### config.mk
export PLATFORM = sky130hd
export DESIGN_NAME = ddrct_timing
export DESIGN_NICKNAME = d
export VERILOG_FILES = /design/src/rtl/ddrct_pkg.sv /design/src/rtl/ddrct_timing.sv
export SDC_FILE = /design/constraint.sdc
export NUM_CORES = 1
export LEC_CHECK = 0
export ABC_AREA = 1
export ABC_CLOCK_PERIOD_IN_PS = 2600
export BUFFER_PORTS_ARGS = -buffer_cell sky130_fd_sc_hd__buf_2
export CAP_MARGIN = 10
export CORE_MARGIN = 4
export CORE_UTILIZATION = 30
export DETAILED_ROUTE_END_ITERATION = 12
export PLACE_DENSITY = 0.47
export SETUP_SLACK_MARGIN = 0.4
export SLEW_MARGIN = 20
export SYNTH_ARGS = -nofsm -noshare
export SYNTH_HDL_FRONTEND = slang
export SYNTH_SLANG_ARGS = --single-unit
export TNS_END_PERCENT = 20
### constraint.sdc
create_clock -name pclk -period 2.6 [get_ports pclk]
set_input_delay 0.52 -clock pclk [delete_from_list [all_inputs] [get_ports pclk]]
set_output_delay 0.52 -clock pclk [all_outputs]
set_load 0.05 [all_outputs]
### src/rtl/ddrct_pkg.sv
// package: register map, field layout and command codes of the command timing block
package ddrct_pkg;

  // ----------------------------------------------------------------
  // register map (byte offsets)
  // ----------------------------------------------------------------
  localparam logic [7:0] ADDR_CONFIG   = 8'h00;
  localparam logic [7:0] ADDR_TIMING1  = 8'h04;
  localparam logic [7:0] ADDR_TIMING2  = 8'h08;
  localparam logic [7:0] ADDR_STATUS   = 8'h0C;

  // ----------------------------------------------------------------
  // field positions
  // ----------------------------------------------------------------
  localparam int UNLOCK_BIT = 15;
  localparam int RFC_LSB = 25;
  localparam int RFC_W   = 7;
  localparam int RP_LSB  = 22;
  localparam int RP_W    = 3;
  localparam int RCD_LSB = 19;
  localparam int RCD_W   = 3;
  localparam int WR_LSB  = 16;
  localparam int WR_W    = 3;
  localparam int RAS_LSB = 11;
  localparam int RAS_W   = 5;
  localparam int RC_LSB  = 6;
  localparam int RC_W    = 5;
  localparam int RRD_LSB = 3;
  localparam int RRD_W   = 3;
  localparam int WTR_LSB = 0;
  localparam int WTR_W   = 2;

  // ----------------------------------------------------------------
  // reset values and masks
  // ----------------------------------------------------------------
  localparam logic [31:0] CONFIG_RST   = 32'h0000_0000;
  localparam logic [31:0] CONFIG_MASK  = 32'h0000_8000;
  localparam logic [31:0] TIMING1_RST  = 32'h0000_0000;
  localparam logic [31:0] TIMING1_MASK = 32'hFFFF_FFFB;
  localparam logic [31:0] TIMING2_RST  = 32'h4532_A722;
  localparam logic [31:0] TIMING2_MASK = 32'h7FFF_FFFF;

  // ----------------------------------------------------------------
  // commands and carriers
  // ----------------------------------------------------------------
  localparam int CNT_W  = 8;
  localparam int BANKS  = 8;
  localparam logic [2:0] CMD_REFRESH   = 3'h0;
  localparam logic [2:0] CMD_MODE_LOAD = 3'h1;
  localparam logic [2:0] CMD_PRECHARGE = 3'h2;
  localparam logic [2:0] CMD_ACTIVATE  = 3'h3;
  localparam logic [2:0] CMD_READ      = 3'h4;
  localparam logic [2:0] CMD_WRITE     = 3'h5;

  typedef struct packed {
    logic       valid;
    logic [2:0] code;
    logic [2:0] bank;
  } ddrct_cmd_s;

  typedef struct packed {
    logic        psel;
    logic        penable;
    logic        pwrite;
    logic [7:0]  paddr;
    logic [31:0] pwdata;
  } ddrct_apb_req_s;

endpackage : ddrct_pkg

### src/rtl/ddrct_timing.sv
// module: command spacing timing registers and gap counters on the memory clock
//
// Design decisions made here: the APB slave port and the address map.
`timescale 1ns/1ps
`default_nettype none
// What this block does
// - first timing register accepts writes only while the unlock bit is one.
// - second timing register accepts writes only while the unlock bit is one.
// - refresh gap plus one cycles after refresh or mode load before refresh/activate.
// - precharge gap plus one cycles after precharge before refresh or activate.
// - activate-to-access gap plus one cycles between activate and read or write.
// - write recovery gap plus one cycles after last write before precharge.
// - a write changing the write recovery field starts memory initialization.
// - row stays open activate-to-precharge gap plus one cycles before precharge.
// - activates to one bank are spaced by activate cycle gap plus one.
// - activates to different banks are spaced by bank gap plus one.
// - write-to-read gap plus one cycles after last write before a read.
module ddrct_timing (
  // clock and reset
  input  wire  logic                 pclk,
  input  wire  logic                 presetn,
  // apb slave
  input  wire  ddrct_pkg::ddrct_apb_req_s apb,
  output var   logic                 pready,
  output var   logic [31:0]          prdata,
  output var   logic                 pslverr,
  // memory clock from the link
  input  wire  logic                 mem_clk,
  // command request and issue
  input  wire  ddrct_pkg::ddrct_cmd_s cmd_req,
  output var   logic                 cmd_issue,
  output var   logic [2:0]           cmd_code,
  output var   logic [2:0]           cmd_bank,
  // initialization restart
  output var   logic                 init_start
);

  // ----------------------------------------------------------------
  // state
  // ----------------------------------------------------------------
  typedef logic [ddrct_pkg::CNT_W-1:0] ddrct_cnt_t;

  typedef struct packed {
    logic [1:0]   clk_sync;
    logic         clk_prev;
    logic [31:0]  config_reg;
    logic [31:0]  timing_one;
    logic [31:0]  timing_two;
    ddrct_cnt_t   rfc;
    ddrct_cnt_t   rp;
    ddrct_cnt_t   rcd;
    ddrct_cnt_t   wr;
    ddrct_cnt_t   ras;
    ddrct_cnt_t   rrd;
    ddrct_cnt_t   wtr;
    ddrct_cnt_t [ddrct_pkg::BANKS-1:0] rc;
    logic [2:0]   last_bank;
    logic         issue;
    logic [2:0]   code;
    logic [2:0]   bank;
    logic         init;
    logic         pready;
    logic [31:0]  prdata;
    logic         pslverr;
  } ddrct_state_s;

  ddrct_state_s st;
  ddrct_state_s next_st;

  // ----------------------------------------------------------------
  // helpers
  // ----------------------------------------------------------------
  // field is gap minus one and the issuing tick counts, so the bare field is loaded
  function automatic ddrct_cnt_t gap(input logic [31:0] r, input int lsb, input int w);
    logic [31:0] f;
    f = (r >> lsb) & ((32'h1 << w) - 32'h1);
    return ddrct_cnt_t'(f);
  endfunction : gap

  function automatic ddrct_cnt_t dec(input ddrct_cnt_t c, input logic tick);
    return (tick && c != '0) ? ddrct_cnt_t'(c - 1'b1) : c;
  endfunction : dec

  function automatic logic [31:0] read_map(input logic [7:0] a, input ddrct_state_s s);
    case (a)
      ddrct_pkg::ADDR_CONFIG:  return s.config_reg;
      ddrct_pkg::ADDR_TIMING1: return s.timing_one;
      ddrct_pkg::ADDR_TIMING2: return s.timing_two;
      ddrct_pkg::ADDR_STATUS:  return {25'h0, s.wtr != '0, s.rrd != '0, s.ras != '0,
                                       s.wr != '0, s.rcd != '0, s.rp != '0, s.rfc != '0};
      default:                 return 32'h0000_0000;
    endcase
  endfunction : read_map

  function automatic logic mapped(input logic [7:0] a);
    return a == ddrct_pkg::ADDR_CONFIG || a == ddrct_pkg::ADDR_TIMING1 ||
           a == ddrct_pkg::ADDR_TIMING2 || a == ddrct_pkg::ADDR_STATUS;
  endfunction : mapped

  // ----------------------------------------------------------------
  // next state
  // ----------------------------------------------------------------
  logic tick;
  logic wr_en;
  logic unlocked;
  logic allow;
  logic [31:0] wdat;

  always_comb begin
    next_st  = st;
    // memory clock edge seen through the two-flop synchroniser
    next_st.clk_sync = {st.clk_sync[0], mem_clk};
    next_st.clk_prev = st.clk_sync[1];
    tick     = st.clk_sync[1] && !st.clk_prev;
    wr_en    = apb.psel && apb.penable && st.pready && apb.pwrite;
    unlocked = st.config_reg[ddrct_pkg::UNLOCK_BIT];
    wdat     = apb.pwdata;

    // apb: no wait state, answer registered on the setup cycle
    next_st.pready  = apb.psel && !apb.penable && !st.pready;
    next_st.prdata  = read_map(apb.paddr, st);
    next_st.pslverr = apb.psel && !apb.penable && !mapped(apb.paddr);
    next_st.init    = 1'b0;

    if (wr_en && apb.paddr == ddrct_pkg::ADDR_CONFIG) begin
      next_st.config_reg = wdat & ddrct_pkg::CONFIG_MASK;
    end
    if (wr_en && apb.paddr == ddrct_pkg::ADDR_TIMING1 && unlocked) begin
      next_st.timing_one = wdat & ddrct_pkg::TIMING1_MASK;
      // restart only when the recovery field really changes
      next_st.init = wdat[ddrct_pkg::WR_LSB +: ddrct_pkg::WR_W] !=
                     st.timing_one[ddrct_pkg::WR_LSB +: ddrct_pkg::WR_W];
    end
    if (wr_en && apb.paddr == ddrct_pkg::ADDR_TIMING2 && unlocked) begin
      next_st.timing_two = wdat & ddrct_pkg::TIMING2_MASK;
    end

    // gap counters run on the memory clock tick
    next_st.rfc = dec(st.rfc, tick);
    next_st.rp  = dec(st.rp, tick);
    next_st.rcd = dec(st.rcd, tick);
    next_st.wr  = dec(st.wr, tick);
    next_st.ras = dec(st.ras, tick);
    next_st.rrd = dec(st.rrd, tick);
    next_st.wtr = dec(st.wtr, tick);
    for (int b = 0; b < ddrct_pkg::BANKS; b++) begin
      next_st.rc[b] = dec(st.rc[b], tick);
    end

    // command gating
    case (cmd_req.code)
      ddrct_pkg::CMD_REFRESH,
      ddrct_pkg::CMD_MODE_LOAD: allow = st.rfc == '0 && st.rp == '0;
      ddrct_pkg::CMD_ACTIVATE:  allow = st.rfc == '0 && st.rp == '0 &&
                                        st.rc[cmd_req.bank] == '0 &&
                                        (st.rrd == '0 || cmd_req.bank == st.last_bank);
      ddrct_pkg::CMD_PRECHARGE: allow = st.wr == '0 && st.ras == '0;
      ddrct_pkg::CMD_READ:      allow = st.rcd == '0 && st.wtr == '0;
      ddrct_pkg::CMD_WRITE:     allow = st.rcd == '0;
      default:                  allow = 1'b0;
    endcase

    // commands go out only on a memory clock tick
    next_st.issue = tick && cmd_req.valid && allow;
    next_st.code  = cmd_req.code;
    next_st.bank  = cmd_req.bank;
    if (next_st.issue) begin
      case (cmd_req.code)
        ddrct_pkg::CMD_REFRESH,
        ddrct_pkg::CMD_MODE_LOAD: begin
          next_st.rfc = gap(st.timing_one, ddrct_pkg::RFC_LSB, ddrct_pkg::RFC_W);
        end
        ddrct_pkg::CMD_PRECHARGE: begin
          next_st.rp = gap(st.timing_one, ddrct_pkg::RP_LSB, ddrct_pkg::RP_W);
        end
        ddrct_pkg::CMD_ACTIVATE: begin
          next_st.rcd = gap(st.timing_one, ddrct_pkg::RCD_LSB, ddrct_pkg::RCD_W);
          next_st.ras = gap(st.timing_one, ddrct_pkg::RAS_LSB, ddrct_pkg::RAS_W);
          next_st.rrd = gap(st.timing_one, ddrct_pkg::RRD_LSB, ddrct_pkg::RRD_W);
          next_st.rc[cmd_req.bank] =
            gap(st.timing_one, ddrct_pkg::RC_LSB, ddrct_pkg::RC_W);
          next_st.last_bank = cmd_req.bank;
        end
        ddrct_pkg::CMD_WRITE: begin
          // the write command stands in for its last data beat
          next_st.wr  = gap(st.timing_one, ddrct_pkg::WR_LSB, ddrct_pkg::WR_W);
          next_st.wtr = gap(st.timing_one, ddrct_pkg::WTR_LSB, ddrct_pkg::WTR_W);
        end
        default: begin
          next_st.last_bank = st.last_bank;
        end
      endcase
    end
  end

  always_ff @(posedge pclk or negedge presetn) begin
    if (!presetn) begin
      st            <= '0;
      st.config_reg <= ddrct_pkg::CONFIG_RST;
      st.timing_one <= ddrct_pkg::TIMING1_RST;
      st.timing_two <= ddrct_pkg::TIMING2_RST;
    end else begin
      st <= next_st;
    end
  end

  // ----------------------------------------------------------------
  // outputs
  // ----------------------------------------------------------------
  assign pready     = st.pready;
  assign prdata     = st.prdata;
  assign pslverr    = st.pslverr;
  assign cmd_issue  = st.issue;
  assign cmd_code   = st.code;
  assign cmd_bank   = st.bank;
  assign init_start = st.init;

  // ----------------------------------------------------------------
  // checks
  // ----------------------------------------------------------------
  property p_lock_one;
    @(posedge pclk) disable iff (!presetn)
    (apb.psel && apb.penable && st.pready && apb.pwrite &&
     apb.paddr == ddrct_pkg::ADDR_TIMING1 && !st.config_reg[ddrct_pkg::UNLOCK_BIT])
    |=> $stable(st.timing_one);
  endproperty
  a_lock_one: assert property (p_lock_one) else $error("locked timing one changed");

  property p_lock_two;
    @(posedge pclk) disable iff (!presetn)
    (apb.psel && apb.penable && st.pready && apb.pwrite &&
     apb.paddr == ddrct_pkg::ADDR_TIMING2 && !st.config_reg[ddrct_pkg::UNLOCK_BIT])
    |=> $stable(st.timing_two);
  endproperty
  a_lock_two: assert property (p_lock_two) else $error("locked timing two changed");

  property p_refresh_gap;
    @(posedge pclk) disable iff (!presetn)
    st.issue && (st.code == ddrct_pkg::CMD_ACTIVATE || st.code == ddrct_pkg::CMD_REFRESH)
    |-> $past(st.rfc) == '0;
  endproperty
  a_refresh_gap: assert property (p_refresh_gap) else $error("refresh gap broken");

  property p_precharge_gap;
    @(posedge pclk) disable iff (!presetn)
    st.issue && st.code == ddrct_pkg::CMD_PRECHARGE
    |-> st.rp == ddrct_cnt_t'(st.timing_one[ddrct_pkg::RP_LSB +: ddrct_pkg::RP_W]);
  endproperty
  a_precharge_gap: assert property (p_precharge_gap) else $error("precharge gap not loaded");

  property p_access_gap;
    @(posedge pclk) disable iff (!presetn)
    st.issue && (st.code == ddrct_pkg::CMD_READ || st.code == ddrct_pkg::CMD_WRITE)
    |-> $past(st.rcd) == '0;
  endproperty
  a_access_gap: assert property (p_access_gap) else $error("activate to access gap broken");

  property p_recovery_gap;
    @(posedge pclk) disable iff (!presetn)
    st.issue && st.code == ddrct_pkg::CMD_PRECHARGE |-> $past(st.wr) == '0 && $past(st.ras) == '0;
  endproperty
  a_recovery_gap: assert property (p_recovery_gap) else $error("precharge too early");

  property p_init_restart;
    @(posedge pclk) disable iff (!presetn)
    $changed(st.timing_one[ddrct_pkg::WR_LSB +: ddrct_pkg::WR_W]) |-> st.init;
  endproperty
  a_init_restart: assert property (p_init_restart) else $error("no init on recovery change");

  property p_bank_gap;
    @(posedge pclk) disable iff (!presetn)
    tick && cmd_req.valid && cmd_req.code == ddrct_pkg::CMD_ACTIVATE &&
    st.rc[cmd_req.bank] != '0 |=> !st.issue;
  endproperty
  a_bank_gap: assert property (p_bank_gap) else $error("same bank activate too early");

  property p_read_gap;
    @(posedge pclk) disable iff (!presetn)
    st.issue && st.code == ddrct_pkg::CMD_READ |-> $past(st.wtr) == '0;
  endproperty
  a_read_gap: assert property (p_read_gap) else $error("write to read gap broken");

  property p_tick_only;
    @(posedge pclk) disable iff (!presetn)
    st.rcd != '0 && !(st.clk_sync[1] && !st.clk_prev) && !st.issue |=> st.rcd == $past(st.rcd);
  endproperty
  a_tick_only: assert property (p_tick_only) else $error("counter moved without tick");

  property p_rp_block;
    @(posedge pclk) disable iff (!presetn)
    st.issue && (st.code == ddrct_pkg::CMD_ACTIVATE || st.code == ddrct_pkg::CMD_REFRESH)
    |-> $past(st.rp) == '0;
  endproperty
  a_rp_block: assert property (p_rp_block) else $error("precharge gap short");

  property p_row_open;
    @(posedge pclk) disable iff (!presetn)
    st.issue && st.code == ddrct_pkg::CMD_PRECHARGE |-> $past(st.ras) == '0;
  endproperty
  a_row_open: assert property (p_row_open) else $error("row closed too early");

  property p_rrd_gap;
    @(posedge pclk) disable iff (!presetn)
    st.issue && st.code == ddrct_pkg::CMD_ACTIVATE && st.bank != $past(st.last_bank)
    |-> $past(st.rrd) == '0;
  endproperty
  a_rrd_gap: assert property (p_rrd_gap) else $error("bank to bank gap broken");

  property p_init_cause;
    @(posedge pclk) disable iff (!presetn)
    st.init |-> $changed(st.timing_one[ddrct_pkg::WR_LSB +: ddrct_pkg::WR_W]);
  endproperty
  a_init_cause: assert property (p_init_cause) else $error("init without field change");

  property p_init_pulse;
    @(posedge pclk) disable iff (!presetn)
    st.init |=> !st.init;
  endproperty
  a_init_pulse: assert property (p_init_pulse) else $error("init pulse too long");

  property p_write_lands;
    @(posedge pclk) disable iff (!presetn)
    wr_en && apb.paddr == ddrct_pkg::ADDR_TIMING1 && unlocked
    |=> st.timing_one == ($past(apb.pwdata) & ddrct_pkg::TIMING1_MASK);
  endproperty
  a_write_lands: assert property (p_write_lands) else $error("unlocked write lost");

  property p_issue_tick;
    @(posedge pclk) disable iff (!presetn)
    st.issue |-> $past(tick);
  endproperty
  a_issue_tick: assert property (p_issue_tick) else $error("command off the tick");

  property p_issue_pulse;
    @(posedge pclk) disable iff (!presetn)
    st.issue |=> !st.issue;
  endproperty
  a_issue_pulse: assert property (p_issue_pulse) else $error("issue pulse too long");

  property p_ready_pulse;
    @(posedge pclk) disable iff (!presetn)
    st.pready |=> !st.pready;
  endproperty
  a_ready_pulse: assert property (p_ready_pulse) else $error("ready held too long");

endmodule : ddrct_timing
`default_nettype wire

# --- Yosys cells after proc, flatten, opt, wreduce, memory -nomap -nowiden ---
# Index checks and enable logic that the tools add are counted.
# W data, S select, Z words.
op_classes:
  n_eq_ne: 10
  reduce_logical: 70
  muxes: 32
  add_sub_neg: 15
  n_lt_le_gt_ge: 2
ops:
  columns: ["operator", "count"]
  rows:
  - ["$mux W8", 22]
  - ["$pmux W32 S4", 1]
  - ["$mux W123", 1]
  - ["$reduce_bool A8 Y1", 15]
  - ["$sub A8 B1 Y8 const B", 15]
  - ["$logic_not A8 Y1", 9]
  - ["$bwmux W64", 1]
  - ["$mux W64", 1]
  - ["$logic_and A1 B1 Y1", 35]
  - ["$bmux W8 S3", 1]
  - ["$demux W8 S3", 1]
  - ["$eq A8 B4 Y1 const B", 2]
  - ["$mux W16", 1]
  - ["$eq A8 B3 Y1 const B", 1]
  - ["$eq A3 B2 Y1 const B", 2]
  - ["$eq A3 B3 Y1 const B", 2]
  - ["$pmux W1 S5", 1]
  - ["$logic_not A1 Y1", 4]
  - ["$logic_or A1 B1 Y1", 4]
  - ["$lt A3 B4 Y1 const B", 1]
  - ["$eq A3 B1 Y1 const B", 1]
  - ["$eq A3 B3 Y1", 1]
  - ["$ge A3 B1 Y1 const B", 1]
  - ["$logic_not A3 Y1", 1]
  - ["5 further kinds", 5]
totals:
  reg_bits: 231
  output_inout_bits: 42
  elab_cells: 157
  in_bits: 53

# --- Depth between registers and ports, before layout ---
# Gate-level depths: netlist (run 1).
logic_depth:
  ltp_word: 8
  ltp_mapped: 19
  depth_no_buf: 16

# --- Least setup slack after synthesis (run 1) ---
# No wires, ideal clock.
synth_timing:
  path_type: "input port to flip-flop"
  startpoint: "input port cmd_req[1] (netlist name)"
  endpoint: "register st[129] (netlist name)"
  stages: 19
  setup_slack_ps: 465
  n_path_buf: 3
  arrival_time_ps: 2012
  t_required_ps: 2477
  setup_time_ps: 123
  path_cell_list: "buf_4 inv_2 nor2_4 nand2_1 nor2_1 nor2_1 nand2_1 nor2_1 nand2_1 nor2_1 nand2_1 nand2_1 nand2_1 nand2_2 nand2_1 buf_6 buf_4 nand2_1 o21ai_1"
synth_lines:
  columns: ["item", "line_no", "text"]
  rows:
  - ["from (decl)", "ddrct_timing.sv:30", "input wire ddrct_pkg::ddrct_cmd_s cmd_req,"]
  - ["to (signal assigned)", "ddrct_timing.sv:203", "st <= next_st;"]
  - ["to (decl)", "ddrct_timing.sv:67", "ddrct_state_s st;"]

==> qor.csv, run 1 <==
metric,value,unit
die extent in y,219,um
Worst setup SP type,flip-flop,
filler cell count,4603,
critical path capture point type,flip-flop,
"Seq/Total Area, Yosys",43.2,%
worst clock skew,0.0525,ns
Starting Density,30.3,%
CTS tree,built,
CP Buf/Inv Count,5,
"most common cell after layout, fill and taps aside",nand2_1,
Iter 0 DRT Violations,673,
final setup violation count,0,
CTS Root Cell,clkbuf_16,
CP most frequent cell,nand2_1,
"Slew Viols, Final",0,
clock latency on the worst-skew pair,0.60,ns
commonest register cell after synthesis,dfrtp_1,
layout cell share with drive strength beyond 1,14.4,%
Final nets,1908,
Port Buf Inserts,94,
multi-input logic area,6290,um2
leakage dissipation,7.71,nW
Critical Path Fanout Max,7,
"Cell Chain, Critical Path",inv_2 -> ha_4 -> nand4_1 -> a21oi_1 -> buf_4 -> nand2_2 -> nor2_1 -> nand2_1 -> nand2_1 -> nand2_2 -> nand2_4 -> buf_12 -> buf_12 -> buf_16 -> nand3_1 -> nand2_1,
RSZ-0062 raised after global routing,yes,
maxcap violations,0,
Hold Path Class,in -> reg,
WL/cell,16.0,um
synthesized area per cell,7.75,um2
total nets after synthesis,1810,
core region area,44200,um2
Netlist cell types,36,
Post-synth ARST share,100,%
drt pass-1 iters,5,
Crit Path Class,reg -> reg,
grt total ovfl,0,
CP peak stage delay,0.39,ns
row count,77,
total negative slack,0,ns
"EDFF count, synth",0,
CP max-delay cell,dfrtp_1,
maximum level of the CTS H-tree,1,
fin crit share,91.2,%
vias per cell,4.70,
Worst Hold Depth,1,
status,"finished, final reports clean",
Reg2Reg Depth,16,
clk sinks,231,
Register Area,5800,um2
Tmin final,2.37,ns
#FFs+latches synth,231,
Syn Inst Count,1731,
CP arrival,2.86,ns
mapped cell area,13400,um2
VDD IR max,0.458,mV
fmax,0.422,GHz
cell family with most CP delay,simple AND/OR/NAND/NOR gates,
RD Place Congestion,0.899,
area growth from synthesis to layout,18.6,%
Crit path required time,3.09,ns
Tot GR Track Use,16.1,%
Die W,219,um
number of global-route vias before repair,11400,
most frequent cells in the layout,"448 x nand2_1, 218 x dfrtp_1, 192 x inv_1",
hold_ws,0.0427,ns
YS warnings,0,
Via Count,11500,
Crit path depth,16,
ANT cells,0,
HPWL Detailed,26900,um
Final ANT Viol Nets,0,
CTS buffer count,28,
slew of the pin with the lowest slew margin,0.641,ns
Clock transition at path regs,0.06,ns
Slew headroom,57.2,%
Fin. Hold Viols,0,
drt total wl,39000,um
I/O pin count,95,
initial antenna violation count,3,
first-pass GRT wire length,62300,um
die area,48200,um2
worst-case clock buffer depth,3,
pwr/cell area,840,nW/um2
largest net degree at the start of global routing,65,
final routed DRC violation total,0,
## final cells by class
type / count / share of cell area, %
Clock inverter: 6 / 0.661
Multi-Input combinational cell: 1193 / 39.5
Tap cell: 592 / 4.66
Sequential cell: 231 / 36.4
Clock buffer: 43 / 5.39
Timing Repair Buffer: 177 / 8.67
Inverter: 198 / 4.67
## flip-flops by register name, summed over array words and instances, names as in the netlist
register	cells
cmd_bank	3
next_st	2
pslverr	1
init_start	1
cmd_code	3
st	187
pready	1
prdata	32
cmd_issue	1
## layer usage
layer | up-vias | GRT usage, % | routed length, um
met1 | 5424 | 22.8 | 18900
met5 | - | 0 | 22
li1 | 5741 | - | -
met4 | 4 | 3.27 | 845
met2 | 246 | 25.9 | 17300
met3 | 54 | 2.87 | 1880
## synth_stat cells, types with 2 or more instances
| cell | count | share of area, % |
|---|---|---|
| buf_2 | 11 | 0.41 |
| o21ai_0 | 160 | 6.0 |
| nand2_1 | 455 | 13 |
| ha_1 | 26 | 2.4 |
| inv_2 | 4 | 0.11 |
| buf_4 | 44 | 2.5 |
| o21ai_1 | 54 | 2.0 |
| nor4_1 | 7 | 0.33 |
| inv_1 | 194 | 5.4 |
| xnor2_1 | 10 | 0.65 |
| buf_6 | 12 | 1.0 |
| nor2_1 | 128 | 3.6 |
| xor2_1 | 93 | 6.1 |
| o211ai_1 | 7 | 0.39 |
| dfstp_2 | 13 | 2.5 |
| a22o_1 | 6 | 0.39 |
| nor2_2 | 6 | 0.28 |
| nand4_1 | 19 | 0.89 |
| a31oi_1 | 55 | 2.6 |
| mux2i_1 | 37 | 2.8 |
| dfrtp_1 | 218 | 41 |
| o21a_1 | 2 | 0.11 |
| nand3_1 | 76 | 2.8 |
| clkbuf_1 | 41 | 1.1 |
| a21oi_1 | 24 | 0.90 |
| mux2_2 | 2 | 0.17 |
| or2_2 | 3 | 0.14 |
| nor3_1 | 16 | 0.60 |
## worst paths after layout
| path | startpoint | end | slack [ns] |
|---|---|---|---|
| max | st[118]$_DFF_PN0_ | st[56]$_DFF_PN0_ | 0.23 |
| min | mem_clk | next_st[263]$_DFF_PN0_ | 0.04 |
| max reg2reg | st[118]$_DFF_PN0_ | st[56]$_DFF_PN0_ | 0.23 |
| min reg2reg | next_st[263]$_DFF_PN0_ | next_st[261]$_DFF_PN0_ | 0.35 |
| max in group asynchronous | presetn | st[195]$_DFFE_PN1P_ | 1.36 |
| min in group asynchronous | presetn | st[97]$_DFF_PN0_ | 0.51 |
## power by group
part	internal, mW	switching, mW	total [mW]	leakage (nW)
combinational	1.66	2.54	4.20	4.39
clock	2.45	1.62	4.08	0.474
sequential	4.37	0.715	5.09	2.85
## logic make-up after synthesis
kind of cell,Yosys count,share of synthesized area (%)
and+or+nand+nor,713,21.6
AOI/OAI and AO/OA,312,12.6
buffers and inverters,307,10.6
DFF,231,43.2
xor gates and xnor gates,103,6.72
muxes,39,2.93
adders and majority gates,26,2.42
## metrics by stage
step	std cells	utilization [%]	total power [mW]	cell area [um2]	setup WS, ns
2_1_floorplan	1731	-	8.14	13400	0.465
3_3_place_gp	2375	33.1	9.13	14600	-0.000388
3_5_place_dp	2375	33.1	9.22	14600	-0.0258
4_1_cts	2437	35.8	13.5	15800	0.249
5_1_grt	2440	36.0	14.4	15900	0.130
6_report	2440	36.0	13.4	15900	0.230
## what timing repair did
action / 4_1_cts / 5_1_grt
resized for setup: 13 / 8
pin swaps: 10 / 10
setup buffers: 9 / 2
cloned: 3 / 1
setup endpoints to repair: 122 / 122
hold endpoints to repair: 58 / 0
hold buffers: 1 / 0
Power figures use the tool's default switching activity.
==> run 2, diff against run 1 <==
CELL_PAD_IN_SITES_DETAIL_PLACEMENT = 1   (was default)
CELL_PAD_IN_SITES_GLOBAL_PLACEMENT = 1   (was default)
CTS_BUF_LIST = sky130_fd_sc_hd__clkbuf_4 sky130_fd_sc_hd__clkbuf_8   (was default)
PLACE_DENSITY = 0.59   (was 0.47)
==> qor.csv, run 2 (synthesis gave the netlist of run 1 again) <==
metric,value,unit,change
Biggest register,st,,
area post-placement,14600,um2,-0.50%
Crit path required time,3.03,ns,-0.06 ns
worst slack at placement,-0.0894,ns,-0.0636 ns
Inst Count DP,2363,,-0.51%
hold_ws,0.0882,ns,+0.0455 ns
Worst Hold Depth,2,,+1
total power,13.9,mW,+3.7%
leakage dissipation,7.82,nW,+1.3%
ANT cells,0,,unchanged
Non-Filler Instances,2470,,+1.2%
final core occ,36.6,%,+0.59 points
largest net degree at the start of global routing,63,,-3.1%
Starting Density,30.3,%,unchanged
fmax,0.444,GHz,+5.1%
"Cell Chain, Critical Path",inv_2 -> ha_4 -> nand4_1 -> a21oi_2 -> nand2_1 -> nor2_1 -> nand2_1 -> nand2_1 -> nand2_2 -> buf_4 -> a21boi_0,,
Reg2Reg Depth,11,,-5
CP peak stage delay,0.46,ns,+0.07 ns
final worst setup slack,0.346,ns,+0.116 ns
CTS tree,built,,
Final ANT Viol Nets,0,,unchanged
Iter 0 DRT Violations,480,,-29%
row count,77,,unchanged
WL/cell,17.5,um,+9.3%
Clock transition at path regs,0.06,ns,about the same
Hold Path Class,in -> reg,,
Critical Path Fanout Max,3,,-4
I/O pin count,95,,unchanged
drt pass-1 iters,5,,unchanged
drt total wl,43100,um,+11%
worst-case clock buffer depth,3,,unchanged
critical path capture point type,flip-flop,,
status,"finished, final reports clean",,
maximum level of the CTS H-tree,2,,+1
"Slew Viols, Final",0,,unchanged
CP most frequent cell,nand2_1,,
CTS Root Cell,clkbuf_8,,
fin crit share,86.7,%,-4.4 points
cell family with most CP delay,compound AO/OA/AOI/OAI gates,,
Die W,219,um,unchanged
area growth from synthesis to layout,20.5,%,
"most common cell after layout, fill and taps aside",nand2_1,,
pwr/cell area,857,nW/um2,+2.0%
RSZ-0062 raised after global routing,yes,,
clk sinks,231,,unchanged
first-pass GRT wire length,68300,um,+9.7%
Final nets,1919,,+0.58%
maxcap violations,0,,unchanged
layout cell share with drive strength beyond 1,17.5,%,+3.1 points
HPWL Detailed,29300,um,+9.0%
Worst setup SP type,flip-flop,,
total negative slack,0,ns,unchanged
final routed DRC violation total,0,,unchanged
CTS buffer count,47,,+68%
initial antenna violation count,2,,-1
slew of the pin with the lowest slew margin,0.826,ns,+0.185 ns
final setup violation count,0,,unchanged
Port Buf Inserts,94,,unchanged
number of global-route vias before repair,12700,,+11%
Tot GR Track Use,17.8,%,+1.7 points
Fin. Hold Viols,0,,unchanged
post-route cell area,16200,um2,+1.6%
Crit path depth,11,,-5
Crit Path Class,reg -> reg,,
core region area,44200,um2,unchanged
Via Count,11800,,+2.7%
max reg flops,187,,unchanged
die extent in y,219,um,unchanged
RD Place Congestion,0.817,,-9.1%
CP Buf/Inv Count,2,,-3
grt total ovfl,0,,unchanged
vias per cell,4.77,,+1.5%
clock latency on the worst-skew pair,0.61,ns,about the same
worst clock skew,0.0160,ns,-0.0365 ns
Tmin final,2.25,ns,-0.116 ns
CP max-delay cell,a21boi_0,,
CP arrival,2.69,ns,-0.17 ns
most frequent cells in the layout,"436 x nand2_1, 218 x dfrtp_1, 190 x inv_1",,
die area,48200,um2,unchanged
VDD IR max,0.330,mV,-28%
Slew headroom,44.9,%,-12 points
[run 2: final timing paths]
kind | startpoint | to | slack (ns)
worst max-delay path | st[117]$_DFF_PN0_ | cmd_issue$_DFF_PN0_ | 0.35
worst min-delay path | apb[41] | pready$_DFF_PN0_ | 0.09
worst max register to register | st[117]$_DFF_PN0_ | cmd_issue$_DFF_PN0_ | 0.35
worst min register to register | next_st[263]$_DFF_PN0_ | next_st[261]$_DFF_PN0_ | 0.37
max in group asynchronous | presetn | st[166]$_DFFE_PN1P_ | 1.40
min in group asynchronous | presetn | cmd_bank[2]$_DFF_PN0_ | 0.46
[run 2: final cells by class]
class | instances | area [um2]
tap | 592 | 741
clock buffer | 80 | 1010
timing repair buffer | 168 | 1350
clock inverter | 7 | 75.1
sequential | 231 | 5800
multi-input combinational | 1194 | 6460
fill | 5371 | 28100
inverter | 198 | 743
[run 2: worst register-to-register path, delay by kind of cell, from the launching register on]
family / cells / cell delay (ns)
compound gates: 2 / 0.69
buf+inv: 2 / 0.24
flops: 1 / 0.40
fa+ha+maj: 1 / 0.13
simple gates: 6 / 0.62
[run 2: power by group]
part           switching (mW)  internal, mW
Clock                    1.75          2.54
Combinational            2.73          1.72
Sequential              0.745          4.37
[run 2: timing repair]
| item | 4_1_cts | 5_1_grt |
|---|---|---|
| setup endpoints to repair | 123 | 123 |
| buffers inserted | 1 | 10 |
| pin swaps | 2 | 8 |
| hold buffers | 2 | 0 |
| hold endpoints to repair | 46 | 0 |
| resized for setup | 10 | 57 |
| cloned | 0 | 7 |
[run 2: metal layers]
layer  track usage (%)  wire, um  vias to the layer above
met1              24.0     20600                     5788
li1                  -         -                     5766
met4              4.97       895                        2
met2              29.3     20100                      166
met5                 0         7                        -
met3              3.16      1570                       61
==> run 3, diff against run 2 <==
CORE_MARGIN = default   (was 4)
GPL_TIMING_DRIVEN = 0   (was default)
==> qor.csv, run 3 (synthesis gave the netlist of run 1 again) <==
metric,value,unit,change
pwr/cell area,846,nW/um2,-1.3%
"most common cell after layout, fill and taps aside",nand2_1,,
first-pass GRT wire length,72500,um,+6.1%
Critical Path Fanout Max,10,,+7
clk sinks,231,,unchanged
drt total wl,46400,um,+7.7%
Biggest register,st,,
Iter 0 DRT Violations,482,,+0.42%
vias per cell,4.78,,+0.25%
Die W,213,um,-2.7%
layout cell share with drive strength beyond 1,17.8,%,+0.31 points
Tmin final,2.22,ns,-0.0337 ns
number of global-route vias before repair,12800,,+0.96%
maxcap violations,0,,unchanged
CTS tree,built,,
most frequent cells in the layout,"450 x nand2_1, 218 x dfrtp_1, 178 x inv_1",,
Hold Path Class,in -> reg,,
filler cell count,5525,,+2.9%
"Slew Viols, Final",0,,unchanged
fmax,0.450,GHz,+1.5%
row count,77,,unchanged
"Cell Chain, Critical Path",inv_2 -> ha_1 -> nand4_1 -> a21oi_1 -> nand2_1 -> nor2_1 -> nand2_1 -> nand2_1 -> nand2_2 -> nand2_4 -> nand2_4 -> clkbuf_16 -> buf_8 -> o21ai_1,,
critical path capture point type,flip-flop,,
max reg flops,187,,unchanged
WL/cell,18.3,um,+5.0%
Port Buf Inserts,94,,unchanged
RD Place Congestion,0.836,,+2.3%
leakage dissipation,7.89,nW,+0.98%
Crit Path Class,reg -> reg,,
CP Buf/Inv Count,3,,+1
cell family with most CP delay,simple AND/OR/NAND/NOR gates,,
area growth from synthesis to layout,20.3,%,
total power,13.7,mW,-1.5%
CP arrival,2.75,ns,+0.06 ns
worst-case clock buffer depth,3,,unchanged
I/O pin count,95,,unchanged
fin crit share,85.4,%,-1.3 points
largest net degree at the start of global routing,91,,+44%
CTS Root Cell,clkbuf_8,,
final routed DRC violation total,0,,unchanged
status,"finished, final reports clean",,
Final ANT Viol Nets,0,,unchanged
Via Count,12100,,+2.8%
Crit path required time,3.13,ns,+0.10 ns
CP peak stage delay,0.41,ns,-0.05 ns
RSZ-0062 raised after global routing,yes,,
maximum level of the CTS H-tree,2,,unchanged
CP max-delay cell,dfrtp_1,,
Tot GR Track Use,20.9,%,+3.2 points
Final nets,1983,,+3.3%
Worst setup SP type,flip-flop,,
core region area,44100,um2,-0.22%
Fin. Hold Viols,0,,unchanged
Starting Density,30.4,%,+0.066 points
CTS buffer count,46,,-2.1%
die area,45600,um2,-5.4%
Slew headroom,36.6,%,-8.3 points
VDD IR max,0.351,mV,+6.4%
grt total ovfl,0,,unchanged
CP most frequent cell,nand2_1,,
die extent in y,213,um,-2.7%
clock latency on the worst-skew pair,0.63,ns,+0.02 ns
slew of the pin with the lowest slew margin,0.951,ns,+0.125 ns
HPWL Detailed,33000,um,+13%
drt pass-1 iters,5,,unchanged
final core occ,36.6,%,about the same
worst clock skew,0.0278,ns,+0.0118 ns
Clock transition at path regs,0.07,ns,about the same
initial antenna violation count,2,,unchanged
final setup violation count,0,,unchanged
run 3: routing by layer:
layer | wire length (um) | vias up | track usage, % | part of all wire [%]
li1 | - | 5890 | - | -
met3 | 1650 | 84 | 3.16 | 3.5
met4 | 1610 | 0 | 8.37 | 3.5
met5 | 0 | - | 0 | 0
met2 | 22100 | 218 | 35.4 | 48
met1 | 21000 | 5926 | 26.7 | 45
run 3: through the flow:
stage	setup WS (ns)	setup TNS (ns)	hold WS, ns	area [um2]	std cells
after floorplan	0.465	0	0.224	13400	1731
after global placement	-3.68	-882.23	0.335	14600	2417
after detailed placement	-0.632	-64.81	0.340	14700	2420
after CTS	0.299	0	0.00901	15900	2518
after global routing	0.275	0	0.0471	16100	2533
final	0.379	0	0.0642	16100	2534
run 3: what timing repair did:
item | 4_1_cts | 5_1_grt
gates cloned | 0 | 1
gates resized for setup | 28 | 41
buffers inserted | 9 | 14
hold buffers | 4 | 0
setup endpoints to repair | 124 | 131
pin swaps | 3 | 7
endpoints found under the hold margin | 60 | 0
run 3: worst reg2reg max path, stage by stage, from the launching register on:
cell       delay (ns)
dfrtp_1          0.41
inv_2            0.09
ha_1             0.14
nand4_1          0.17
a21oi_1          0.20
nand2_1          0.06
nor2_1           0.09
nand2_1          0.11
nand2_1          0.09
nand2_2          0.07
nand2_4          0.10
nand2_4          0.08
clkbuf_16        0.20
buf_8            0.16
o21ai_1          0.15
run 3: layout make-up:
type,instances,area [um2],share of cell area (%)
multi-input cells,1193,6310,39.1
flip-flops and latches,231,5800,35.9
clock buffers,75,932,5.78
repair buffers,125,782,4.85
inverters,198,743,4.61
plain buffers,109,741,4.59
well taps,592,741,4.59
clock inverters,10,85.1,0.527
diodes,1,2.50,0.0155
run 3: worst paths after layout:
path	startpoint	end	cells after the start	slack (ns)
setup / recovery	st[118]$_DFF_PN0_	st[105]$_DFF_PN0_	14	0.38
hold / removal	cmd_req[3]	cmd_code[0]$_DFF_PN0_	1	0.06
setup reg to reg	st[118]$_DFF_PN0_	st[105]$_DFF_PN0_	14	0.38
hold reg to reg	next_st[263]$_DFF_PN0_	next_st[261]$_DFF_PN0_	0	0.35
max in group asynchronous	presetn	st[195]$_DFFE_PN1P_	3	1.25
min in group asynchronous	presetn	cmd_bank[1]$_DFF_PN0_	2	0.45
run 3: power by group:
part	internal (mW)	switching [mW]	total, mW
Combinational	1.69	2.71	4.40
Clock	2.37	1.80	4.17
Sequential	4.37	0.708	5.08
